`config.mk`:
```
export PLATFORM = sky130hd
export DESIGN_NAME = external_irq_pin_latch
export DESIGN_NICKNAME = d
export VERILOG_FILES = /design/src/common/ext_irq_pkg.sv /design/src/external_irq_pin_latch.sv
export SDC_FILE = /design/constraint.sdc
export NUM_CORES = 1
export LEC_CHECK = 0
export BUFFER_PORTS_ARGS = -buffer_cell sky130_fd_sc_hd__buf_4
export CELL_PAD_IN_SITES_DETAIL_PLACEMENT = 1
export CELL_PAD_IN_SITES_GLOBAL_PLACEMENT = 2
export CORE_ASPECT_RATIO = 1.4
export CORE_UTILIZATION = 21
export CTS_CLUSTER_DIAMETER = 200
export DETAILED_ROUTE_END_ITERATION = 8
export GPL_TIMING_DRIVEN = 0
export PLACE_DENSITY_LB_ADDON = 0.1
export SETUP_SLACK_MARGIN = 0.5
export SLEW_MARGIN = 30
export SYNTH_ARGS = -nofsm -noshare
export SYNTH_HDL_FRONTEND = slang
export SYNTH_SLANG_ARGS = --single-unit
```
`constraint.sdc`:
```
create_clock -name sys_clk_i -period 1 [get_ports sys_clk_i]
set_clock_uncertainty 0.1 [all_clocks]
set_input_delay 0.05 -clock sys_clk_i [delete_from_list [all_inputs] [get_ports sys_clk_i]]
set_output_delay 0.05 -clock sys_clk_i [all_outputs]
set_load 0.01 [all_outputs]
```
`src/common/ext_irq_pkg.sv`:
```
`default_nettype none

package ext_irq_pkg;

    // ------------------------------------------------------------
    // bus geometry
    // ------------------------------------------------------------
    localparam int ADDR_W = 4;
    localparam int DATA_W = 8;

    // ------------------------------------------------------------
    // register offsets
    // ------------------------------------------------------------
    localparam logic [ADDR_W-1:0] STATUS_CTRL_OFF = 4'h0;
    localparam logic [ADDR_W-1:0] BREAK_CTRL_OFF  = 4'h1;

    // ------------------------------------------------------------
    // field positions
    // ------------------------------------------------------------
    localparam int MODE_BIT = 0;
    localparam int MASK_BIT = 1;
    localparam int ACK_BIT  = 2;
    localparam int PEND_BIT = 3;
    localparam int CLR_EN_BIT = 7;

    // ------------------------------------------------------------
    // reset values
    // ------------------------------------------------------------
    localparam logic              MODE_RST  = 1'b0;
    localparam logic              MASK_RST  = 1'b0;
    localparam logic              CLR_EN_RST = 1'b0;
    localparam logic              PIN_RST   = 1'b1;
    localparam logic [DATA_W-1:0] RDATA_RST = 8'h00;

    // ------------------------------------------------------------
    // vector location
    // ------------------------------------------------------------
    localparam logic [15:0] VECTOR_HI_ADDR = 16'hFFFA;
    localparam logic [15:0] VECTOR_LO_ADDR = 16'hFFFB;

    // ------------------------------------------------------------
    // request state
    // ------------------------------------------------------------
    typedef enum logic [1:0] {
        REQ_IDLE,
        REQ_PENDING,
        REQ_ACKED
    } req_state_t;

endpackage : ext_irq_pkg

`default_nettype wire

```
`src/external_irq_pin_latch.sv`:
```
// Local design decisions: the register offsets and the address-and-strobe port.
`timescale 1ns/100ps
`default_nettype none

module external_irq_pin_latch
(
    input  wire logic                           sys_clk_i,
    input  wire logic                           reset_i,
    input  wire logic                           irq_pin_n_i,
    input  wire logic                           vector_fetch_i,
    input  wire logic                           break_state_i,
    input  wire logic [ext_irq_pkg::ADDR_W-1:0] addr_i,
    input  wire logic [ext_irq_pkg::DATA_W-1:0] wdata_i,
    input  wire logic                           write_i,
    input  wire logic                           read_i,
    output logic      [ext_irq_pkg::DATA_W-1:0] rdata_o,
    output logic                                irq_request_o,
    output logic      [15:0]                    vector_addr_o,
    output logic                                pin_level_o
);

    // ------------------------------------------------------------
    // declarations
    // ------------------------------------------------------------
    logic                           sync1_r;
    logic                           sync2_r;
    logic                           prev_r;
    logic [2:0]                     fill_r;
    logic                           falling;
    logic                           pin_low;
    logic                           mode_r;
    logic                           mask_r;
    logic                           break_clear_enable_r;
    logic                           sw_ack;
    logic                           ack;
    logic                           latched;
    ext_irq_pkg::req_state_t        state_r;
    ext_irq_pkg::req_state_t        state_nxt;
    logic [ext_irq_pkg::DATA_W-1:0] rdata_r;
    logic [ext_irq_pkg::DATA_W-1:0] rdata_nxt;
    logic                           irq_req_r;
    logic [15:0]                    vector_r;

    function automatic logic hit
    (
        input logic [ext_irq_pkg::ADDR_W-1:0] a,
        input logic [ext_irq_pkg::ADDR_W-1:0] off
    );
        hit = (a == off);
    endfunction : hit

    // ------------------------------------------------------------
    // pin synchroniser
    // ------------------------------------------------------------
    // stage one feeds only stage two; edges wait until the chain is filled
    always_ff @(posedge sys_clk_i or posedge reset_i)
    begin
        if (reset_i)
        begin
            sync1_r <= ext_irq_pkg::PIN_RST;
            sync2_r <= ext_irq_pkg::PIN_RST;
            prev_r  <= ext_irq_pkg::PIN_RST;
            fill_r  <= 3'h0;
        end
        else
        begin
            sync1_r <= irq_pin_n_i;
            sync2_r <= sync1_r;
            prev_r  <= sync2_r;
            fill_r  <= {fill_r[1:0], 1'b1};
        end
    end

    assign falling = fill_r[2] & prev_r & ~sync2_r;
    assign pin_low = ~sync2_r;

    // ------------------------------------------------------------
    // control bits
    // ------------------------------------------------------------
    always_ff @(posedge sys_clk_i or posedge reset_i)
    begin
        if (reset_i)
        begin
            mode_r <= ext_irq_pkg::MODE_RST;
            mask_r <= ext_irq_pkg::MASK_RST;
        end
        else if (write_i && hit(addr_i, ext_irq_pkg::STATUS_CTRL_OFF))
        begin
            mode_r <= wdata_i[ext_irq_pkg::MODE_BIT];
            mask_r <= wdata_i[ext_irq_pkg::MASK_BIT];
        end
    end

    always_ff @(posedge sys_clk_i or posedge reset_i)
    begin
        if (reset_i)
        begin
            break_clear_enable_r <= ext_irq_pkg::CLR_EN_RST;
        end
        else if (write_i && hit(addr_i, ext_irq_pkg::BREAK_CTRL_OFF))
        begin
            break_clear_enable_r <= wdata_i[ext_irq_pkg::CLR_EN_BIT];
        end
    end

    // ------------------------------------------------------------
    // acknowledge
    // ------------------------------------------------------------
    // in break a software write only counts when break clear is enabled
    assign sw_ack = write_i && hit(addr_i, ext_irq_pkg::STATUS_CTRL_OFF)
                  && wdata_i[ext_irq_pkg::ACK_BIT]
                  && (!break_state_i || break_clear_enable_r);
    assign ack    = vector_fetch_i | sw_ack;

    // ------------------------------------------------------------
    // request latch
    // ------------------------------------------------------------
    always_comb
    begin
        state_nxt = state_r;
        if (falling)
        begin
            state_nxt = ext_irq_pkg::REQ_PENDING;
        end
        else
        begin
            case (state_r)
                ext_irq_pkg::REQ_IDLE:
                begin
                    if (mode_r && pin_low)
                    begin
                        state_nxt = ext_irq_pkg::REQ_PENDING;
                    end
                end
                ext_irq_pkg::REQ_PENDING:
                begin
                    if (ack && !mode_r)
                    begin
                        state_nxt = ext_irq_pkg::REQ_IDLE;
                    end
                    else if (ack && pin_low)
                    begin
                        state_nxt = ext_irq_pkg::REQ_ACKED;
                    end
                    else if (ack)
                    begin
                        state_nxt = ext_irq_pkg::REQ_IDLE;
                    end
                end
                ext_irq_pkg::REQ_ACKED:
                begin
                    // mode dropped or pin back high after the ack: nothing left to wait for
                    if (!mode_r || !pin_low)
                    begin
                        state_nxt = ext_irq_pkg::REQ_IDLE;
                    end
                end
                default:
                begin
                    state_nxt = ext_irq_pkg::REQ_IDLE;
                end
            endcase
        end
    end

    always_ff @(posedge sys_clk_i or posedge reset_i)
    begin
        if (reset_i)
        begin
            state_r <= ext_irq_pkg::REQ_IDLE;
        end
        else
        begin
            state_r <= state_nxt;
        end
    end

    assign latched = (state_r != ext_irq_pkg::REQ_IDLE);

    // ------------------------------------------------------------
    // cpu side
    // ------------------------------------------------------------
    always_ff @(posedge sys_clk_i or posedge reset_i)
    begin
        if (reset_i)
        begin
            irq_req_r <= 1'b0;
            vector_r  <= ext_irq_pkg::VECTOR_HI_ADDR;
        end
        else
        begin
            irq_req_r <= latched & ~mask_r;
            vector_r  <= ext_irq_pkg::VECTOR_HI_ADDR;
        end
    end

    // ------------------------------------------------------------
    // register read
    // ------------------------------------------------------------
    always_comb
    begin
        rdata_nxt = ext_irq_pkg::RDATA_RST;
        if (read_i && hit(addr_i, ext_irq_pkg::STATUS_CTRL_OFF))
        begin
            rdata_nxt[ext_irq_pkg::MODE_BIT] = mode_r;
            rdata_nxt[ext_irq_pkg::MASK_BIT] = mask_r;
            rdata_nxt[ext_irq_pkg::PEND_BIT] = latched;
        end
        else if (read_i && hit(addr_i, ext_irq_pkg::BREAK_CTRL_OFF))
        begin
            rdata_nxt[ext_irq_pkg::CLR_EN_BIT] = break_clear_enable_r;
        end
    end

    // data stand only in the cycle after the strobe
    always_ff @(posedge sys_clk_i or posedge reset_i)
    begin
        if (reset_i)
        begin
            rdata_r <= ext_irq_pkg::RDATA_RST;
        end
        else
        begin
            rdata_r <= rdata_nxt;
        end
    end

    assign rdata_o       = rdata_r;
    assign irq_request_o = irq_req_r;
    assign vector_addr_o = vector_r;
    assign pin_level_o   = prev_r;
endmodule : external_irq_pin_latch
`default_nettype wire

```
==> results.rst, run 1 <==
.. list-table::
   :header-rows: 1

   * - Metric
     - Value
   * - Result of the run
     - complete, but fails checks
   * - Violated checks
     - hold timing, setup timing
   * - Required time of the worst setup path
     - around 1100 ps
   * - Fraction of final layout cells sized beyond drive strength 1
     - between 50 and 60%
   * - I/O pin count
     - 45
   * - Unrepaired setup endpoints after global routing
     - true
   * - Fraction of synthesized cell area taken by the top area cell type
     - between 40% and 50%
   * - Number of buffers between clock root and the deepest sink
     - 2
   * - Crit path max-delay family
     - flip-flops
   * - Clock tree from TritonCTS
     - built
   * - Data arrival, critical path
     - about 1100 ps
   * - Maximum number of pins on one net before global-route repair
     - 17
   * - Slowest CP cell
     - sky130_fd_sc_hd__dfstp_2
   * - Overall routed net length
     - between 1500 and 2000 µm
   * - Number of hold violations in the final report
     - 24
   * - Clock sink total
     - 16
   * - Met3 wire length
     - ~86 µm
   * - Final Max Slew Viols
     - 0
   * - Layout Area Growth over Synthesis
     - 62.0%
   * - Number of detailed-routing iterations run before antenna repair
     - 2
   * - Sequential cell area fraction in the yosys report
     - between 50% and 60%
   * - Die area
     - approximately 3900 µm²
   * - Routability cong.
     - 0.716
   * - Final routed wire length divided by cell count
     - about 10 µm
   * - IO buf count
     - 20
   * - CP Depth
     - 3
   * - Combinational family with the most area after synthesis
     - buffers and inverters
   * - Library cell used as clock root buffer
     - sky130_fd_sc_hd__clkbuf_8
   * - Number of antenna violations at the first check in global routing
     - 0
   * - Max-capacitance violation count
     - 0
   * - Remaining antenna violation count
     - 0
   * - Share of flip-flops with an asynchronous set or reset after synthesis
     - 100%
   * - Number of different library cells in the post-synthesis netlist
     - 24
   * - M1 wire length
     - 558 µm
   * - Initial DRC Count
     - 1
   * - Share of the clock period used by the worst path after layout
     - 106%
   * - CP Launch Type
     - flop
   * - Number of cells on the worst reg-to-reg path
     - 3
   * - GRT Total Usage
     - under 10%
   * - CORE AREA
     - ~3400 µm²
   * - Final setup viols
     - 3
   * - WL met2
     - approximately 910 µm
   * - Commonest cells post-synth
     - sky130_fd_sc_hd__buf_4, sky130_fd_sc_hd__dfrtp_1, sky130_fd_sc_hd__dfstp_2, sky130_fd_sc_hd__nand2_1, sky130_fd_sc_hd__nor2_1
   * - Number of synthesized register bits
     - 16
   * - CP bufs+invs
     - 0
   * - Mux share of post-synthesis cell area
     - 4.43%
   * - Highest Signal Layer
     - met4
   * - Cells after synthesis
     - 66
   * - Ant diodes
     - 0
   * - Reg-to-reg critical path startpoint
     - pin_level_o$_DFF_PP1_
   * - Cell taking the most area after synthesis
     - sky130_fd_sc_hd__dfrtp_1
   * - Total design power
     - around 1.7 mW
   * - HPWL Detailed
     - between 1000 and 1500 µm
   * - GR Overflow Total
     - 0
   * - Number of nets in the finished design
     - 136
   * - Fill cell count
     - 400
   * - Number of global-route vias before repair
     - roughly 530
   * - Post-route DRC violation count
     - 0
   * - Count of flip-flops with a built-in enable after synthesis
     - 0
   * - Worst hold margin
     - -331 ps
   * - Power density relative to cell area
     - between 1000 and 1500 nW/µm²
   * - Clock network latency to the later pin of the worst-skew pair
     - around 250 ps
   * - Row Count
     - 25
   * - Clock transition at the register clock pins on the worst setup and hold paths after CTS
     - ~70 ps
   * - Most area-consuming cells after synthesis
     - sky130_fd_sc_hd__dfrtp_1, sky130_fd_sc_hd__buf_4, sky130_fd_sc_hd__dfstp_2, sky130_fd_sc_hd__mux2_1, sky130_fd_sc_hd__nor4_4
   * - Post-synthesis adder-cell area fraction
     - 0%
   * - Basic-gate share of the synthesized area counting and, or, nand and nor cells
     - between 15 and 20%
   * - Area of the mapped netlist
     - ~760 µm²
   * - Crit path capture type
     - flop
   * - Most used standard cell by instance count after synthesis
     - sky130_fd_sc_hd__buf_4
   * - Worst-case setup margin in the final layout
     - -63.5 ps
   * - Height of the chip
     - roughly 73 µm
   * - VDD IR-drop max
     - between 0.5 and 0.6 mV
   * - Minimum setup slack among reg-to-reg paths
     - -60 ps
   * - Yosys warnings
     - 0
   * - Mean Syn Cell Area
     - around 12 µm²
   * - Worst setup path category
     - reg -> reg
   * - Leak
     - approximately 0.63 nW
   * - Via-to-Cell Ratio
     - between 3 and 4
   * - Top achievable clock speed
     - 0.940 GHz
   * - Crit-path max cell delay
     - roughly 540 ps
   * - TritonCTS Buffers
     - 3
   * - R2R Path End
     - state_r[0]$_DFFE_PP0P_
   * - Class of the worst hold path
     - in -> async
   * - Pre-CTS WS
     - -295 ps
   * - CTS H-tree depth
     - 1
   * - Effective utilization at floorplan
     - between 20 and 25%
   * - Share of the synthesized area in compound gates (AO/OA/AOI/OAI)
     - under 10%
   * - Vias
     - between 500 and 600
   * - Cell Chain, Critical Path
     - nand2_2, a21boi_1, o22ai_1
   * - Parity-gate share of the synthesized area counting xor and xnor cells
     - 0%
   * - Clock period minus worst slack
     - between 1000 and 1500 ps
   * - Crit-path max FO
     - 3
   * - Chip Width
     - 53.0 µm
   * - Flip-flop cell with the highest count after synthesis
     - sky130_fd_sc_hd__dfrtp_1
   * - Global-route wire length before repair
     - 2330 µm
## area by class of cell
type | count | area [µm²] | area share (%)
tap | 40 | 50.0 | 4.05
buffer | 20 | 150 | 12.1
multi-input combinational | 48 | 318 | 25.7
clock buffer | 4 | 55.1 | 4.45
inverter | 1 | 7.51 | 0.607
timing repair buffer | 27 | 251 | 20.3
sequential | 16 | 404 | 32.7
## cell usage in the layout, fill, tap and decap left out, drive strengths merged, types with 2 or more instances in the layout
cell type / n
and3: 2
buf: 47
clkbuf: 4
conb: 21
dfrtp: 13
dfstp: 3
mux2: 3
nand2: 4
nand2b: 2
nor2: 3
nor2b: 2
## what timing repair did
| action | in CTS | in global routing |
|---|---|---|
| endpoints found under the hold margin | 21 | 23 |
| setup buffers | 5 | 2 |
| pin swaps | 3 | 3 |
| gates resized for setup | 14 | 8 |
| endpoints found under the setup margin | 20 | 33 |
## logic make-up after synthesis
| logic type | Yosys count |
|---|---|
| AO/OA/AOI/OAI | 5 |
| buffers and inverters | 21 |
| flip-flops | 16 |
| multiplexers | 3 |
| other | 2 |
| AND/OR/NAND/NOR | 19 |
## per-layer routing
layer / vias up / track usage (%)
met3: 5 / 1.24
met2: 25 / 15.0
li1: 281 / -
met1: 277 / 9.09
met4: 0 / 7.89
met5: - / 0
## worst register-to-register path: stages, from the launching register on
cell,delay (ps)
sky130_fd_sc_hd__dfstp_2,540
sky130_fd_sc_hd__nand2_2,70
sky130_fd_sc_hd__a21boi_1,140
sky130_fd_sc_hd__o22ai_1,150
## how the worst max path moves through the flow
| stage | from | to | slack [ps] |
|---|---|---|---|
| after floorplan | break_clear_enable_r$_DFFE_PP0P_ | state_r[0]$_DFFE_PP0P_ | -20 |
| after global placement | addr_i[2] | mask_r$_DFFE_PP0N_ | -290 |
| after detailed placement | addr_i[2] | mask_r$_DFFE_PP0N_ | -300 |
| after CTS | state_r[0]$_DFFE_PP0P_ | state_r[1]$_DFFE_PP0P_ | -60 |
| after global routing | state_r[0]$_DFFE_PP0P_ | state_r[1]$_DFFE_PP0P_ | -130 |
| final | pin_level_o$_DFF_PP1_ | state_r[0]$_DFFE_PP0P_ | -60 |
## power breakdown
group	internal, mW	total [mW]	switching [mW]
registers	0.713	0.760	0.0469
logic	0.244	0.392	0.147
clock network	0.349	0.568	0.218
## through the flow
| stage | instances | TNS (ps) | util, % | instance area [µm²] |
|---|---|---|---|---|
| 2_1_floorplan | 85 | -76.3 | - | 845 |
| 3_3_place_gp | 145 | -1070 | 30.6 | 1040 |
| 3_5_place_dp | 145 | -1130 | 30.6 | 1040 |
| 4_1_cts | 154 | -161 | 35.0 | 1190 |
| 5_1_grt | 156 | -311 | 36.3 | 1240 |
| 6_report | 156 | -156 | 36.3 | 1240 |
## flip-flops by register name, summed over array words and instances (netlist names)
| name | count |
|---|---|
| pin_level_o | 1 |
| break_clear_enable_r | 1 |
| sync2_r | 1 |
| mask_r | 1 |
| state_r | 2 |
| mode_r | 1 |
| sync1_r | 1 |
| irq_request_o | 1 |
| fill_r | 3 |
| rdata_o | 4 |
Note: power is estimated with default switching activity, not from simulation.
==> run 2: changes to the inputs <==
--- a/config.mk
+++ b/config.mk
@@ -6,14 +6,12 @@
 export NUM_CORES = 1
 export LEC_CHECK = 0
 export BUFFER_PORTS_ARGS = -buffer_cell sky130_fd_sc_hd__buf_4
-export CELL_PAD_IN_SITES_DETAIL_PLACEMENT = 1
-export CELL_PAD_IN_SITES_GLOBAL_PLACEMENT = 2
-export CORE_ASPECT_RATIO = 1.4
-export CORE_UTILIZATION = 21
+export CORE_ASPECT_RATIO = 0.9
+export CORE_UTILIZATION = 37
 export CTS_CLUSTER_DIAMETER = 200
 export DETAILED_ROUTE_END_ITERATION = 8
 export GPL_TIMING_DRIVEN = 0
-export PLACE_DENSITY_LB_ADDON = 0.1
+export PLACE_DENSITY = 0.72
 export SETUP_SLACK_MARGIN = 0.5
 export SLEW_MARGIN = 30
 export SYNTH_ARGS = -nofsm -noshare
==> results.rst, run 2 (same netlist as run 1, synthesis figures left out) <==
.. list-table::
   :header-rows: 1

   * - Metric
     - Value
   * - R2R Path End
     - state_r[1]$_DFFE_PP0P_
   * - Slowest CP cell
     - sky130_fd_sc_hd__dfstp_2
   * - Maximum number of pins on one net before global-route repair
     - 17
   * - I/O pin count
     - 45
   * - Top achievable clock speed
     - ~0.93 GHz
   * - TritonCTS Buffers
     - 3
   * - Clock sink total
     - 16
   * - Number of buffers between clock root and the deepest sink
     - 2
   * - Crit path max-delay family
     - flip-flops
   * - Global-route wire length before repair
     - 2130 µm
   * - Final routed wire length divided by cell count
     - between 10 and 15 µm
   * - Leak
     - 0.609 nW
   * - Via-to-Cell Ratio
     - between 4 and 5
   * - Required time of the worst setup path
     - 850 ps
   * - Power density relative to cell area
     - 1320 nW/µm²
   * - Fill cell count
     - about 160
   * - Share of the clock period used by the worst path after layout
     - 108%
   * - Worst-case setup margin in the final layout
     - -76.7 ps
   * - Worst slew pin tran
     - ~570 ps
   * - Remaining antenna violation count
     - 0
   * - Worst hold margin
     - -285 ps
   * - Cell Chain, Critical Path
     - buf_6
   * - Max FFs per register
     - 4
   * - Library cell used as clock root buffer
     - sky130_fd_sc_hd__clkbuf_4
   * - Fraction of final layout cells sized beyond drive strength 1
     - ~57%
   * - Commonest non-fill, non-tap cells in the layout
     - sky130_fd_sc_hd__buf_4, sky130_fd_sc_hd__conb_1, sky130_fd_sc_hd__dfrtp_1, sky130_fd_sc_hd__buf_6
   * - Ant diodes
     - 0
   * - Clock period minus worst slack
     - approximately 1100 ps
   * - Number of nets in the finished design
     - 134
   * - Final Instance Area
     - 1170 µm²
   * - Crit-path max cell delay
     - roughly 550 ps
   * - Number of detailed-routing iterations run before antenna repair
     - 5
   * - Die area
     - between 2000 and 2500 µm²
   * - Final Max Slew Viols
     - 0
   * - Layout Area Growth over Synthesis
     - 53.3%
   * - IO buf count
     - 20
   * - CP Depth
     - 1
   * - Number of antenna violations at the first check in global routing
     - 0
   * - CTS H-tree depth
     - 1
   * - Number of hold violations in the final report
     - 23
   * - Crit-path max FO
     - 2
   * - VDD IR-drop max
     - a little over 1 mV
   * - Max-Slew Margin vs Limit
     - ~62%
   * - Crit path capture type
     - output port
   * - Class of the worst hold path
     - in -> async
   * - Final setup viols
     - 4
   * - Pre-CTS WS
     - -259 ps
   * - Reg-to-reg critical path startpoint
     - state_r[1]$_DFFE_PP0P_
   * - Cell Count, Final, Fillers Out
     - 139
   * - Post-route DRC violation count
     - 0
   * - Number of global-route vias before repair
     - about 480
   * - Max-capacitance violation count
     - 0
   * - Post-DP Area
     - a little over 1000 µm²
   * - Initial DRC Count
     - 8
   * - Chip Width
     - approximately 50 µm
   * - Most common library cell in the layout ignoring fill and taps
     - sky130_fd_sc_hd__buf_4
   * - Clock transition at the register clock pins on the worst setup and hold paths after CTS
     - roughly 90 ps
   * - GR Overflow Total
     - 0
   * - CP bufs+invs
     - 1
   * - Routability cong.
     - around 0.77
   * - Effective utilization at floorplan
     - ~39%
   * - Violated checks
     - hold timing, setup timing
   * - Result of the run
     - complete, but fails checks
   * - Worst setup path category
     - reg -> out
   * - Overall routed net length
     - around 1500 µm
   * - Clock network latency to the later pin of the worst-skew pair
     - 280 ps
   * - CP Launch Type
     - flop
   * - GRT Total Usage
     - between 10% and 20%
   * - Number of cells on the worst reg-to-reg path
     - 3
   * - Number of placed cells counting well taps
     - 130
   * - Vias
     - ~580
   * - Row Count
     - 15
   * - Data arrival, critical path
     - 930 ps
   * - Unrepaired setup endpoints after global routing
     - true
   * - HPWL Detailed
     - 1020 µm
   * - Minimum setup slack among reg-to-reg paths
     - -80 ps
   * - Height of the chip
     - 45.1 µm
   * - CORE AREA
     - a little under 2000 µm²
   * - Clock tree from TritonCTS
     - built
[run 2: report_power, final]
| group | internal, mW | switching [mW] |
|---|---|---|
| sequential | 0.712 | 0.0491 |
| clock | 0.222 | 0.193 |
| combinational | 0.223 | 0.147 |
[run 2: what timing repair did]
item	CTS	global route
pin swaps	5	5
resized for setup	14	4
hold endpoints to repair	23	23
setup buffers	1	4
endpoints found under the setup margin	20	20
[run 2: stage by stage]
stage / total power [mW] / TNS (ps) / util [%]
final: 1.55 / -247 / 60.5
after global routing: 1.63 / -458 / 60.5
after CTS: 1.51 / -245 / 58.4
after detailed placement: 1.04 / -814 / 53.1
after global placement: 1.03 / -676 / 53.1
after floorplan: 0.937 / -76.3 / -
[run 2: cell type report]
| cell class | count | area [µm²] | share of cell area, % |
|---|---|---|---|
| buffer | 20 | 150 | 12.8 |
| clock buffer | 4 | 36.3 | 3.10 |
| inverter | 1 | 3.75 | 0.321 |
| multi-input combinational | 48 | 319 | 27.3 |
| sequential | 16 | 404 | 34.5 |
| tap | 25 | 31.3 | 2.67 |
| timing repair buffer | 25 | 225 | 19.3 |
[run 2: worst max-delay path by stage]
| stage | from | end | slack (ps) |
|---|---|---|---|
| after floorplan | break_clear_enable_r$_DFFE_PP0P_ | state_r[0]$_DFFE_PP0P_ | -20 |
| after global placement | addr_i[2] | mask_r$_DFFE_PP0N_ | -220 |
| after detailed placement | addr_i[2] | mode_r$_DFFE_PP0N_ | -260 |
| after CTS | pin_level_o$_DFF_PP1_ | pin_level_o | -100 |
| after global routing | state_r[1]$_DFFE_PP0P_ | state_r[1]$_DFFE_PP0P_ | -170 |
| final | pin_level_o$_DFF_PP1_ | pin_level_o | -80 |
[run 2: per-layer routing]
layer | share of wire (%) | wire (µm) | vias to the layer above | GRT usage [%]
li1 | - | - | 277 | -
met1 | 37 | 559 | 268 | 15.1
met5 | 0 | 0 | - | 0
met4 | 0.59 | 9 | 0 | 7.43
met2 | 55 | 849 | 32 | 22.4
met3 | 7.3 | 111 | 2 | 6.40
